File: src/verilog/prox_pkg.sv
// constants for the proximity sensor register and serial slave block
`default_nettype none
package prox_pkg;
   // ==========================================
   // bus address and command codes
   localparam logic [6:0] SLAVE_ADDR = 7'h60;
   localparam logic [7:0] CMD_STANDBY = 8'h00;
   localparam logic [7:0] CMD_PROX_AB = 8'h03;
   localparam logic [7:0] CMD_PROX_CD = 8'h04;
   localparam logic [7:0] CMD_LOW_TH = 8'h05;
   localparam logic [7:0] CMD_HIGH_TH = 8'h06;
   localparam logic [7:0] CMD_CANCEL = 8'h07;
   localparam logic [7:0] CMD_AUTOCAL = 8'h08;
   localparam logic [7:0] CMD_RESULT = 8'hf8;
   localparam logic [7:0] CMD_FLAGS = 8'hf9;
   localparam logic [7:0] CMD_IDENT = 8'hfa;
   localparam logic [7:0] CMD_CAL_RES = 8'hfb;
   // ==========================================
   // reset values of the writable words, high byte then low byte
   localparam logic [15:0] RST_STANDBY = 16'h0001;
   localparam logic [15:0] RST_PROX_AB = 16'h0001;
   localparam logic [15:0] RST_OTHER = 16'h0000;
   // ==========================================
   // fields of the low configuration byte (prox_cfg_a)
   localparam int START_BIT = 0;
   localparam int SMART_BIT = 1;
   localparam int IRQ_MODE_LSB = 2;
   localparam int PERS_LSB = 4;
   localparam logic [1:0] IRQ_MODE_OFF = 2'h0;
   localparam logic [1:0] IRQ_MODE_LEVEL = 2'h1;
   localparam logic [1:0] IRQ_MODE_EVENT = 2'h2;
   localparam logic [2:0] SMART_NEED = 3'h2;
   // ==========================================
   // event flag bits (high byte of the flag word)
   localparam int FLAG_HIGH_BIT = 1;
   localparam int FLAG_LOW_BIT = 0;
   // identity word: value is arbitrary
   localparam logic [15:0] PART_IDENT = 16'h5a3c;
   localparam int RESULT_W = 12;
endpackage
`default_nettype wire

File: src/verilog/prox_sensor_ctrl.sv
// serial slave, register file, cancellation and threshold interrupt of the proximity sensor
// Notes on behaviour
// - answer only slave address 0x60, ignore every other address.
// - all access is a command code then one two-byte word.
// - acknowledge every address, command and data byte sent to us.
// - reading the flag word clears the pending interrupt and, in interrupt mode (10), releases alert.
// - when enabled, interrupt on result above high or below low threshold.
// - interrupt only after persistence-count consecutive out-of-threshold samples.
// - flag bits show whether a high or low crossing caused the interrupt.
// - subtract the 16-bit cancellation word from each measurement.
// - smart persistence cuts a persistence of 3 or 4 samples down to two.
// - result is 12 bits in low and high bytes, read as one word.
// - standby low byte and prox_cfg_a reset to 0x01, others to 0x00.
// - result, flags, identity and calibration words are read-only.
// - prox_cfg_b holds integration time, multi-pulse and interrupt options.
// - word 0x04 holds force mode, sunlight interrupt and emitter current.
// - word 0x08 holds auto-calibration settings and low-power mode.
// - calibration result high byte carries result MSBs, busy and sunlight.
// - low threshold at 0x05, high threshold at 0x06, 16 bits each.
// - irq_mode_field 00 off, 01 level mode, 10 interrupt, 11 reserved.
// - persistence field 00..11 needs 1..4 consecutive samples.
`default_nettype none
module prox_sensor_ctrl
   import prox_pkg::*;
(
   input wire logic ref_clk,
   input wire logic arst_n,
   input wire logic scl_in,
   input wire logic sda_in,
   output logic sda_out,
   output logic sda_oe,
   output logic alert_out,
   output logic alert_oe,
   input wire logic sample_valid,
   input wire logic [RESULT_W-1:0] sample_raw,
   input wire logic [15:0] autocal_data,
   output logic [15:0] standby_word,
   output logic [15:0] prox_cfg_ab,
   output logic [15:0] prox_cfg_cd,
   output logic [15:0] autocal_word
);
   typedef enum logic [2:0] {
      ST_IDLE, ST_ADDR, ST_CMD, ST_WDAT, ST_ACK, ST_RDAT, ST_MACK
   } bus_state_t;

   // ==========================================
   // pin synchronisers and bus conditions
   logic [1:0] scl_sync_ff;
   logic [1:0] sda_sync_ff;
   logic scl_d_ff;
   logic sda_d_ff;
   logic scl_rise;
   logic scl_fall;
   logic bus_start;
   logic bus_stop;
   logic sda_bit;

   always_ff @(posedge ref_clk or negedge arst_n) begin
      if (!arst_n) begin
         scl_sync_ff <= 2'h3;
         sda_sync_ff <= 2'h3;
         scl_d_ff <= 1'b1;
         sda_d_ff <= 1'b1;
      end else begin
         scl_sync_ff <= {scl_sync_ff[0], scl_in};
         sda_sync_ff <= {sda_sync_ff[0], sda_in};
         scl_d_ff <= scl_sync_ff[1];
         sda_d_ff <= sda_sync_ff[1];
      end
   end

   // only the second stage is looked at, the first may be metastable
   assign sda_bit = sda_sync_ff[1];
   assign scl_rise = scl_sync_ff[1] && !scl_d_ff;
   assign scl_fall = !scl_sync_ff[1] && scl_d_ff;
   assign bus_start = scl_sync_ff[1] && scl_d_ff && sda_d_ff && !sda_bit;
   assign bus_stop = scl_sync_ff[1] && scl_d_ff && !sda_d_ff && sda_bit;

   // ==========================================
   // register storage
   logic [15:0] standby_ff;
   logic [15:0] prox_ab_ff;
   logic [15:0] prox_cd_ff;
   logic [15:0] low_th_ff;
   logic [15:0] high_th_ff;
   logic [15:0] cancel_ff;
   logic [15:0] autocal_ff;
   logic [RESULT_W-1:0] result_ff;
   logic [7:0] flags_ff;
   logic [7:0] wr_low_ff;

   // ==========================================
   // serial slave state
   bus_state_t state_ff;
   bus_state_t ack_next_ff;
   logic [3:0] bit_cnt_ff;
   logic [7:0] shift_ff;
   logic [7:0] tx_ff;
   logic [7:0] cmd_ff;
   logic [1:0] byte_idx_ff;
   logic [15:0] shadow_ff;
   logic oe_ff;
   logic byte_end;
   logic addr_hit;
   logic rd_snap;
   logic wr_byte;
   logic [15:0] rd_mux;
   logic [7:0] next_tx;

   assign byte_end = scl_fall && (bit_cnt_ff == 4'h8);
   assign addr_hit = (shift_ff[7:1] == SLAVE_ADDR);
   assign rd_snap = (state_ff == ST_ADDR) && byte_end && addr_hit && shift_ff[0];
   assign wr_byte = (state_ff == ST_WDAT) && byte_end && !bus_start && !bus_stop;
   // low byte first, then high
   assign next_tx = byte_idx_ff[0] ? shadow_ff[15:8] : shadow_ff[7:0];

   // read side of the word map; unknown codes read as zero
   always_comb begin
      unique case (cmd_ff)
         CMD_STANDBY: rd_mux = standby_ff;
         CMD_PROX_AB: rd_mux = prox_ab_ff;
         CMD_PROX_CD: rd_mux = prox_cd_ff;
         CMD_LOW_TH: rd_mux = low_th_ff;
         CMD_HIGH_TH: rd_mux = high_th_ff;
         CMD_CANCEL: rd_mux = cancel_ff;
         CMD_AUTOCAL: rd_mux = autocal_ff;
         CMD_RESULT: rd_mux = {{(16 - RESULT_W){1'b0}}, result_ff};
         CMD_FLAGS: rd_mux = {flags_ff, 8'h00};
         CMD_IDENT: rd_mux = PART_IDENT;
         CMD_CAL_RES: rd_mux = autocal_data;
         default: rd_mux = 16'h0000;
      endcase
   end

   always_ff @(posedge ref_clk or negedge arst_n) begin
      if (!arst_n) begin
         state_ff <= ST_IDLE;
         ack_next_ff <= ST_IDLE;
         bit_cnt_ff <= 4'h0;
         shift_ff <= 8'h00;
         tx_ff <= 8'h00;
         cmd_ff <= 8'h00;
         byte_idx_ff <= 2'h0;
         shadow_ff <= 16'h0000;
         oe_ff <= 1'b0;
      end else if (bus_stop) begin
         state_ff <= ST_IDLE;
         oe_ff <= 1'b0;
      end else if (bus_start) begin
         // repeated start keeps the command code for a following read
         state_ff <= ST_ADDR;
         bit_cnt_ff <= 4'h0;
         oe_ff <= 1'b0;
      end else begin
         unique case (state_ff)
            ST_IDLE: begin
               oe_ff <= 1'b0;
            end
            ST_ADDR, ST_CMD, ST_WDAT: begin
               if (scl_rise) begin
                  shift_ff <= {shift_ff[6:0], sda_bit};
                  bit_cnt_ff <= bit_cnt_ff + 4'h1;
               end else if (byte_end) begin
                  bit_cnt_ff <= 4'h0;
                  if (state_ff == ST_ADDR) begin
                     if (addr_hit) begin
                        oe_ff <= 1'b1;
                        state_ff <= ST_ACK;
                        ack_next_ff <= shift_ff[0] ? ST_RDAT : ST_CMD;
                        byte_idx_ff <= 2'h0;
                        if (shift_ff[0]) begin
                           shadow_ff <= rd_mux;
                        end
                     end else begin
                        state_ff <= ST_IDLE;
                     end
                  end else if (state_ff == ST_CMD) begin
                     cmd_ff <= shift_ff;
                     oe_ff <= 1'b1;
                     state_ff <= ST_ACK;
                     ack_next_ff <= ST_WDAT;
                     byte_idx_ff <= 2'h0;
                  end else begin
                     oe_ff <= 1'b1;
                     state_ff <= ST_ACK;
                     ack_next_ff <= ST_WDAT;
                     if (byte_idx_ff != 2'h2) begin
                        byte_idx_ff <= byte_idx_ff + 2'h1;
                     end
                  end
               end
            end
            ST_ACK: begin
               if (scl_fall) begin
                  state_ff <= ack_next_ff;
                  if (ack_next_ff == ST_RDAT) begin
                     oe_ff <= !next_tx[7];
                     tx_ff <= {next_tx[6:0], 1'b0};
                     bit_cnt_ff <= 4'h1;
                     byte_idx_ff <= 2'h1;
                  end else begin
                     oe_ff <= 1'b0;
                  end
               end
            end
            ST_RDAT: begin
               if (scl_fall) begin
                  if (bit_cnt_ff == 4'h8) begin
                     oe_ff <= 1'b0;
                     state_ff <= ST_MACK;
                  end else begin
                     oe_ff <= !tx_ff[7];
                     tx_ff <= {tx_ff[6:0], 1'b0};
                     bit_cnt_ff <= bit_cnt_ff + 4'h1;
                  end
               end
            end
            ST_MACK: begin
               if (scl_rise && sda_bit) begin
                  state_ff <= ST_IDLE;
               end else if (scl_fall) begin
                  // words repeat low, high, low... while the host keeps acking
                  state_ff <= ST_RDAT;
                  oe_ff <= !next_tx[7];
                  tx_ff <= {next_tx[6:0], 1'b0};
                  bit_cnt_ff <= 4'h1;
                  byte_idx_ff <= {1'b0, !byte_idx_ff[0]};
               end
            end
            default: state_ff <= ST_IDLE;
         endcase
      end
   end

   // open drain: only ever pull low
   assign sda_out = 1'b0;
   assign sda_oe = oe_ff;

   // ==========================================
   // register writes
   always_ff @(posedge ref_clk or negedge arst_n) begin
      if (!arst_n) begin
         standby_ff <= RST_STANDBY;
         prox_ab_ff <= RST_PROX_AB;
         prox_cd_ff <= RST_OTHER;
         low_th_ff <= RST_OTHER;
         high_th_ff <= RST_OTHER;
         cancel_ff <= RST_OTHER;
         autocal_ff <= RST_OTHER;
         wr_low_ff <= 8'h00;
      end else if (wr_byte) begin
         if (byte_idx_ff == 2'h0) begin
            wr_low_ff <= shift_ff;
         end else if (byte_idx_ff == 2'h1) begin
            // word commits on the high byte; read-only codes fall through
            unique case (cmd_ff)
               CMD_STANDBY: standby_ff <= {shift_ff, wr_low_ff};
               CMD_PROX_AB: prox_ab_ff <= {shift_ff, wr_low_ff};
               CMD_PROX_CD: prox_cd_ff <= {shift_ff, wr_low_ff};
               CMD_LOW_TH: low_th_ff <= {shift_ff, wr_low_ff};
               CMD_HIGH_TH: high_th_ff <= {shift_ff, wr_low_ff};
               CMD_CANCEL: cancel_ff <= {shift_ff, wr_low_ff};
               CMD_AUTOCAL: autocal_ff <= {shift_ff, wr_low_ff};
               default: wr_low_ff <= wr_low_ff;
            endcase
         end
      end
   end

   assign standby_word = standby_ff;
   assign prox_cfg_ab = prox_ab_ff;
   assign prox_cfg_cd = prox_cd_ff;
   assign autocal_word = autocal_ff;

   // ==========================================
   // measurement, cancellation and persistence
   logic [16:0] diff;
   logic [RESULT_W-1:0] corrected;
   logic running;
   logic [1:0] irq_mode;
   logic [2:0] need;
   logic above;
   logic below;
   logic [2:0] high_cnt_ff;
   logic [2:0] low_cnt_ff;
   logic high_evt;
   logic low_evt;
   logic level_ff;

   // clamp at zero instead of wrapping
   assign diff = {5'h00, sample_raw} - {1'b0, cancel_ff};
   assign corrected = diff[16] ? '0 : diff[RESULT_W-1:0];
   assign running = !prox_ab_ff[START_BIT];
   assign irq_mode = prox_ab_ff[IRQ_MODE_LSB +: 2];
   assign need = (prox_ab_ff[SMART_BIT] && ({1'b0, prox_ab_ff[PERS_LSB +: 2]} > 3'h1))
      ? SMART_NEED : {1'b0, prox_ab_ff[PERS_LSB +: 2]} + 3'h1;
   assign above = {4'h0, corrected} > high_th_ff;
   assign below = {4'h0, corrected} < low_th_ff;
   // fires once per excursion, on the sample that reaches the count
   assign high_evt = sample_valid && running && above && (high_cnt_ff + 3'h1 == need);
   assign low_evt = sample_valid && running && below && (low_cnt_ff + 3'h1 == need);

   always_ff @(posedge ref_clk or negedge arst_n) begin
      if (!arst_n) begin
         result_ff <= '0;
         high_cnt_ff <= 3'h0;
         low_cnt_ff <= 3'h0;
      end else if (sample_valid && running) begin
         result_ff <= corrected;
         high_cnt_ff <= !above ? 3'h0 : (high_cnt_ff == 3'h4 ? 3'h4 : high_cnt_ff + 3'h1);
         low_cnt_ff <= !below ? 3'h0 : (low_cnt_ff == 3'h4 ? 3'h4 : low_cnt_ff + 3'h1);
      end
   end

   // ==========================================
   // event flags and alert pin
   always_ff @(posedge ref_clk or negedge arst_n) begin
      if (!arst_n) begin
         flags_ff <= 8'h00;
      end else if (irq_mode == IRQ_MODE_OFF || irq_mode == IRQ_MODE_LEVEL ||
                   irq_mode == IRQ_MODE_EVENT) begin
         // a new crossing in the read cycle survives the clear
         flags_ff[FLAG_HIGH_BIT] <= (irq_mode != IRQ_MODE_OFF && high_evt) ||
            (flags_ff[FLAG_HIGH_BIT] && !(rd_snap && cmd_ff == CMD_FLAGS));
         flags_ff[FLAG_LOW_BIT] <= (irq_mode != IRQ_MODE_OFF && low_evt) ||
            (flags_ff[FLAG_LOW_BIT] && !(rd_snap && cmd_ff == CMD_FLAGS));
      end else if (rd_snap && cmd_ff == CMD_FLAGS) begin
         flags_ff <= 8'h00;
      end
   end

   // level mode follows the last persisted crossing, with hysteresis
   always_ff @(posedge ref_clk or negedge arst_n) begin
      if (!arst_n) begin
         level_ff <= 1'b0;
      end else if (high_evt) begin
         level_ff <= 1'b1;
      end else if (low_evt) begin
         level_ff <= 1'b0;
      end
   end

   logic alert_ff;

   always_ff @(posedge ref_clk or negedge arst_n) begin
      if (!arst_n) begin
         alert_ff <= 1'b0;
      end else begin
         unique case (irq_mode)
            IRQ_MODE_LEVEL: alert_ff <= level_ff;
            IRQ_MODE_EVENT: alert_ff <= |flags_ff;
            default: alert_ff <= 1'b0;
         endcase
      end
   end

   // active-low open-drain alert
   assign alert_out = 1'b0;
   assign alert_oe = alert_ff;
endmodule
`default_nettype wire

File: config.mk
export PLATFORM = sky130hd
export DESIGN_NAME = prox_sensor_ctrl
export DESIGN_NICKNAME = d
export VERILOG_FILES = /design/src/verilog/prox_pkg.sv /design/src/verilog/prox_sensor_ctrl.sv
export SDC_FILE = /design/constraint.sdc
export NUM_CORES = 1
export LEC_CHECK = 0
export ABC_CLOCK_PERIOD_IN_PS = 4010
export BUFFER_PORTS_ARGS = -buffer_cell sky130_fd_sc_hd__buf_2
export CAP_MARGIN = 25
export CORE_MARGIN = 2
export CORE_UTILIZATION = 35
export DETAILED_ROUTE_END_ITERATION = 16
export PLACE_DENSITY = 0.55
export SYNTH_ARGS = -nofsm -noshare
export SYNTH_HDL_FRONTEND = slang
export SYNTH_SLANG_ARGS = --single-unit
File: constraint.sdc
create_clock -name ref_clk -period 4.01 [get_ports ref_clk]
set_clock_uncertainty 0.1 [all_clocks]
set_input_delay 0.6015 -clock ref_clk [delete_from_list [all_inputs] [get_ports ref_clk]]
set_output_delay 0.6015 -clock ref_clk [all_outputs]
set_load 0.01 [all_outputs]
==> flow_metrics.tcl <==
set metrics [dict create \
    first_global_vias 8315 \
    synth_area_mm2 0.0110 \
    crit_path_end_kind "flop" \
    ys_seq_elements 200 \
    cts.sinks 200 \
    synth.avg_cell_area_um2 11.0 \
    synth-main-ff-cell "dfrtp_1" \
    fin_area_mm2 0.0127 \
    synth_warnings 0 \
    die_area_mm2 0.0330 \
    port_buffers 98 \
    tightest_slew_ns 0.922 \
    synth-edff-count 0 \
    antenna_found_initial 0 \
    nets 1188 \
    async_flop_share_pct 100 \
    num_vias 8239 \
    slew_viol_final 0 \
    cp.required_ns 4.25 \
    critPathSlowestCell "or3_1" \
    slew_headroom_pct 38.5 \
    fill_cells 3009 \
    ir_worst_vdd_mv 0.253 \
    rsz0062_at_grt "no" \
    synth_cell_types 77 \
    path_clk_slew_ns 0.08 \
    grt_pass1_wl_um 50700 \
    area.growth.synth_to_final_pct 14.7 \
    clock.fmax_mhz 269 \
    drtIter0Drc 586 \
    hpwl_um 24400 \
    finalSetupTns_ns 0 \
    grt_usage_pct 20.3 \
    syn_inst 1002 \
    status "complete, no violations" \
    leakage_nw 6.01 \
    path_max_fanout 3 \
    wire_per_inst_um 21.5 \
    start_util_pct 35.2 \
    placeableCoreArea_mm2 0.0313 \
    period_minus_slack_ns 3.72 \
    dieHeight_um 182 \
    postCtsHoldBufs 0 \
    hold_class "in2async" \
    powerDensity_mw_per_mm2 377 \
    drive_above_1_share_pct 31.0 \
    first_pass_iters 5 \
    max_stage_delay_ns 0.42 \
    cts_buffers 17 \
    ys_seq_area_share_pct 45.5 \
    routed_via_density 5.42 \
    grt_max_degree 109 \
    drt_wl_total_um 32700 \
    r2r.worst_path.cells 15 \
    grt-ovfl-total 0 \
    chipWidth_um 182 \
    finalCritPeriodShare_pct 92.7 \
    maxCapViolations 0 \
    arrival_ns 3.96 \
    cts_resized 0 \
    num_antenna_cells 0 \
    finalSetupViolCount 0 \
    dpl_cell_area_mm2 0.0121 \
    cts_root_buf "clkbuf_16" \
    clock_latency_ns 0.45 \
    hold_viol_final 0 \
    drc 0 \
    tritoncts "done" \
    rows 65 \
    ant_nets 0 \
    postCtsSetupBuffers 0 \
    cts-htree-levels 4 \
    clockBufferDepth 2 \
    gp_congestion 0.921 \
    start_kind "flop" \
    io-pin-count 101 \
    critical_path_class "reg2reg" \
    path_cells "inv_1 > ha_1 > a21o_1 > a21oi_1 > a21oi_1 > o41ai_1 > xor2_1 > nor2_1 > ha_1 > nand2_1 > nor2_1 > a211oi_1 > o21ai_1 > or3_1 > a21bo_2" \
]
Yosys cell counts, drive strengths merged, types with 8 or more instances:
master | number | share of area [%]
dfrtp | 192 | 44
mux2 | 144 | 15
nand2 | 70 | 2.5
nor2 | 57 | 2.0
inv | 56 | 1.9
ha | 50 | 5.7
a21oi | 46 | 2.1
o21ai | 41 | 1.9
mux2i | 32 | 2.9
buf | 30 | 1.7
nand3 | 25 | 1.1
clkbuf | 24 | 0.82
nor3 | 21 | 1.3
a22oi | 18 | 1.2
a22o | 15 | 1.2
o31ai | 15 | 1.0
o22ai | 13 | 0.74
nand2b | 11 | 0.62
xnor2 | 11 | 0.87
a211oi | 8 | 0.54
dfstp | 8 | 1.9
nand3b | 8 | 0.58
critical path, delay by kind of cell (launching register included):
kind                       cells  cell delay, ns
AOI/OAI and AO/OA              7            1.51
and+or+nand+nor                4            0.65
adders and majority gates      2            0.55
DFF                            1            0.38
xor gates and xnor gates       1            0.27
buffers and inverters          1            0.14
metal layers:
layer  wire length [µm]  GRT usage, %  up-vias
met5                  0             0        -
met4                701          5.66        0
met3               1470          3.81       39
met2              15300          32.7      217
met1              15200          28.1     4133
li1                   -             -     3850
placed cells by master, fill, tap and decap left out, drive strengths merged, types with 18 or more instances in the layout:
master | Yosys | routed
buf | 30 | 135
nand2 | 70 | 70
mux2 | 144 | 144
nor3 | 21 | 21
mux2i | 32 | 32
a22oi | 18 | 18
clkbuf | 24 | 21
ha | 50 | 50
inv | 56 | 60
dfrtp | 192 | 192
nor2 | 57 | 57
nand3 | 25 | 25
o21ai | 41 | 41
a21oi | 46 | 46
sequential cells by signal, summed over array words and instances (netlist names), 3 cells and up:
signal        cells
ack_next_ff       3
autocal_word     16
bit_cnt_ff        4
cancel_ff        16
cmd_ff            8
high_cnt_ff       3
high_th_ff       16
low_cnt_ff        3
low_th_ff        16
prox_cfg_ab      16
prox_cfg_cd      16
result_ff        12
shadow_ff        16
shift_ff          8
standby_word     16
state_ff          3
tx_ff             7
wr_low_ff         8
power by group:
part | internal [mW] | switching (mW)
Sequential | 2.11 | 0.234
Clock | 0.996 | 0.818
Combinational | 0.288 | 0.323
through the flow:
stage	util [%]	power [mW]	setup WS [ns]	std cells	hold slack (ns)
final	40.4	4.77	0.291	1519	0.151
after global routing	40.4	5.00	0.0121	1519	0.139
after CTS	40.4	4.81	0.223	1519	0.145
after detailed placement	38.5	3.00	-0.0931	1487	0.257
after global placement	38.5	2.98	-0.0706	1487	0.246
after floorplan	-	2.71	0.0709	1003	0.206
kinds of logic (layout without fill, tap and decap cells):
logic type	after synthesis	in the layout	share of synthesized area [%]
AOI/OAI and AO/OA	208	208	12.6
xor gates and xnor gates	16	16	1.27
adders and majority gates	51	51	5.85
buffers and inverters	110	224	4.46
DFF	200	200	45.5
muxes	182	182	19.2
other	1	2	0.0340
and+or+nand+nor	234	234	11.2
path summary, 6_finish.rpt:
path | slack, ns | start | end
hold reg to reg | 0.26 | scl_sync_ff[0] | scl_sync_ff[1]
min in group ref_clk | 0.16 | scl_in | scl_sync_ff[0]
setup / recovery | 0.29 | cancel_ff[3] | level_ff
hold / removal | 0.15 | arst_n | alert_oe
max in group asynchronous | 2.78 | arst_n | standby_word[0]
setup reg to reg | 0.29 | cancel_ff[3] | level_ff
cell type report:
class | count | area (µm²) | area share (%)
Timing Repair Buffer | 136 | 797 | 6.30
Tap cell | 402 | 503 | 3.97
Inverter | 56 | 210 | 1.66
Clock buffer | 20 | 437 | 3.45
Clock inverter | 12 | 166 | 1.31
Sequential cell | 200 | 5010 | 39.6
Multi-Input combinational cell | 693 | 5530 | 43.7
Power figures use the tool's default switching activity.
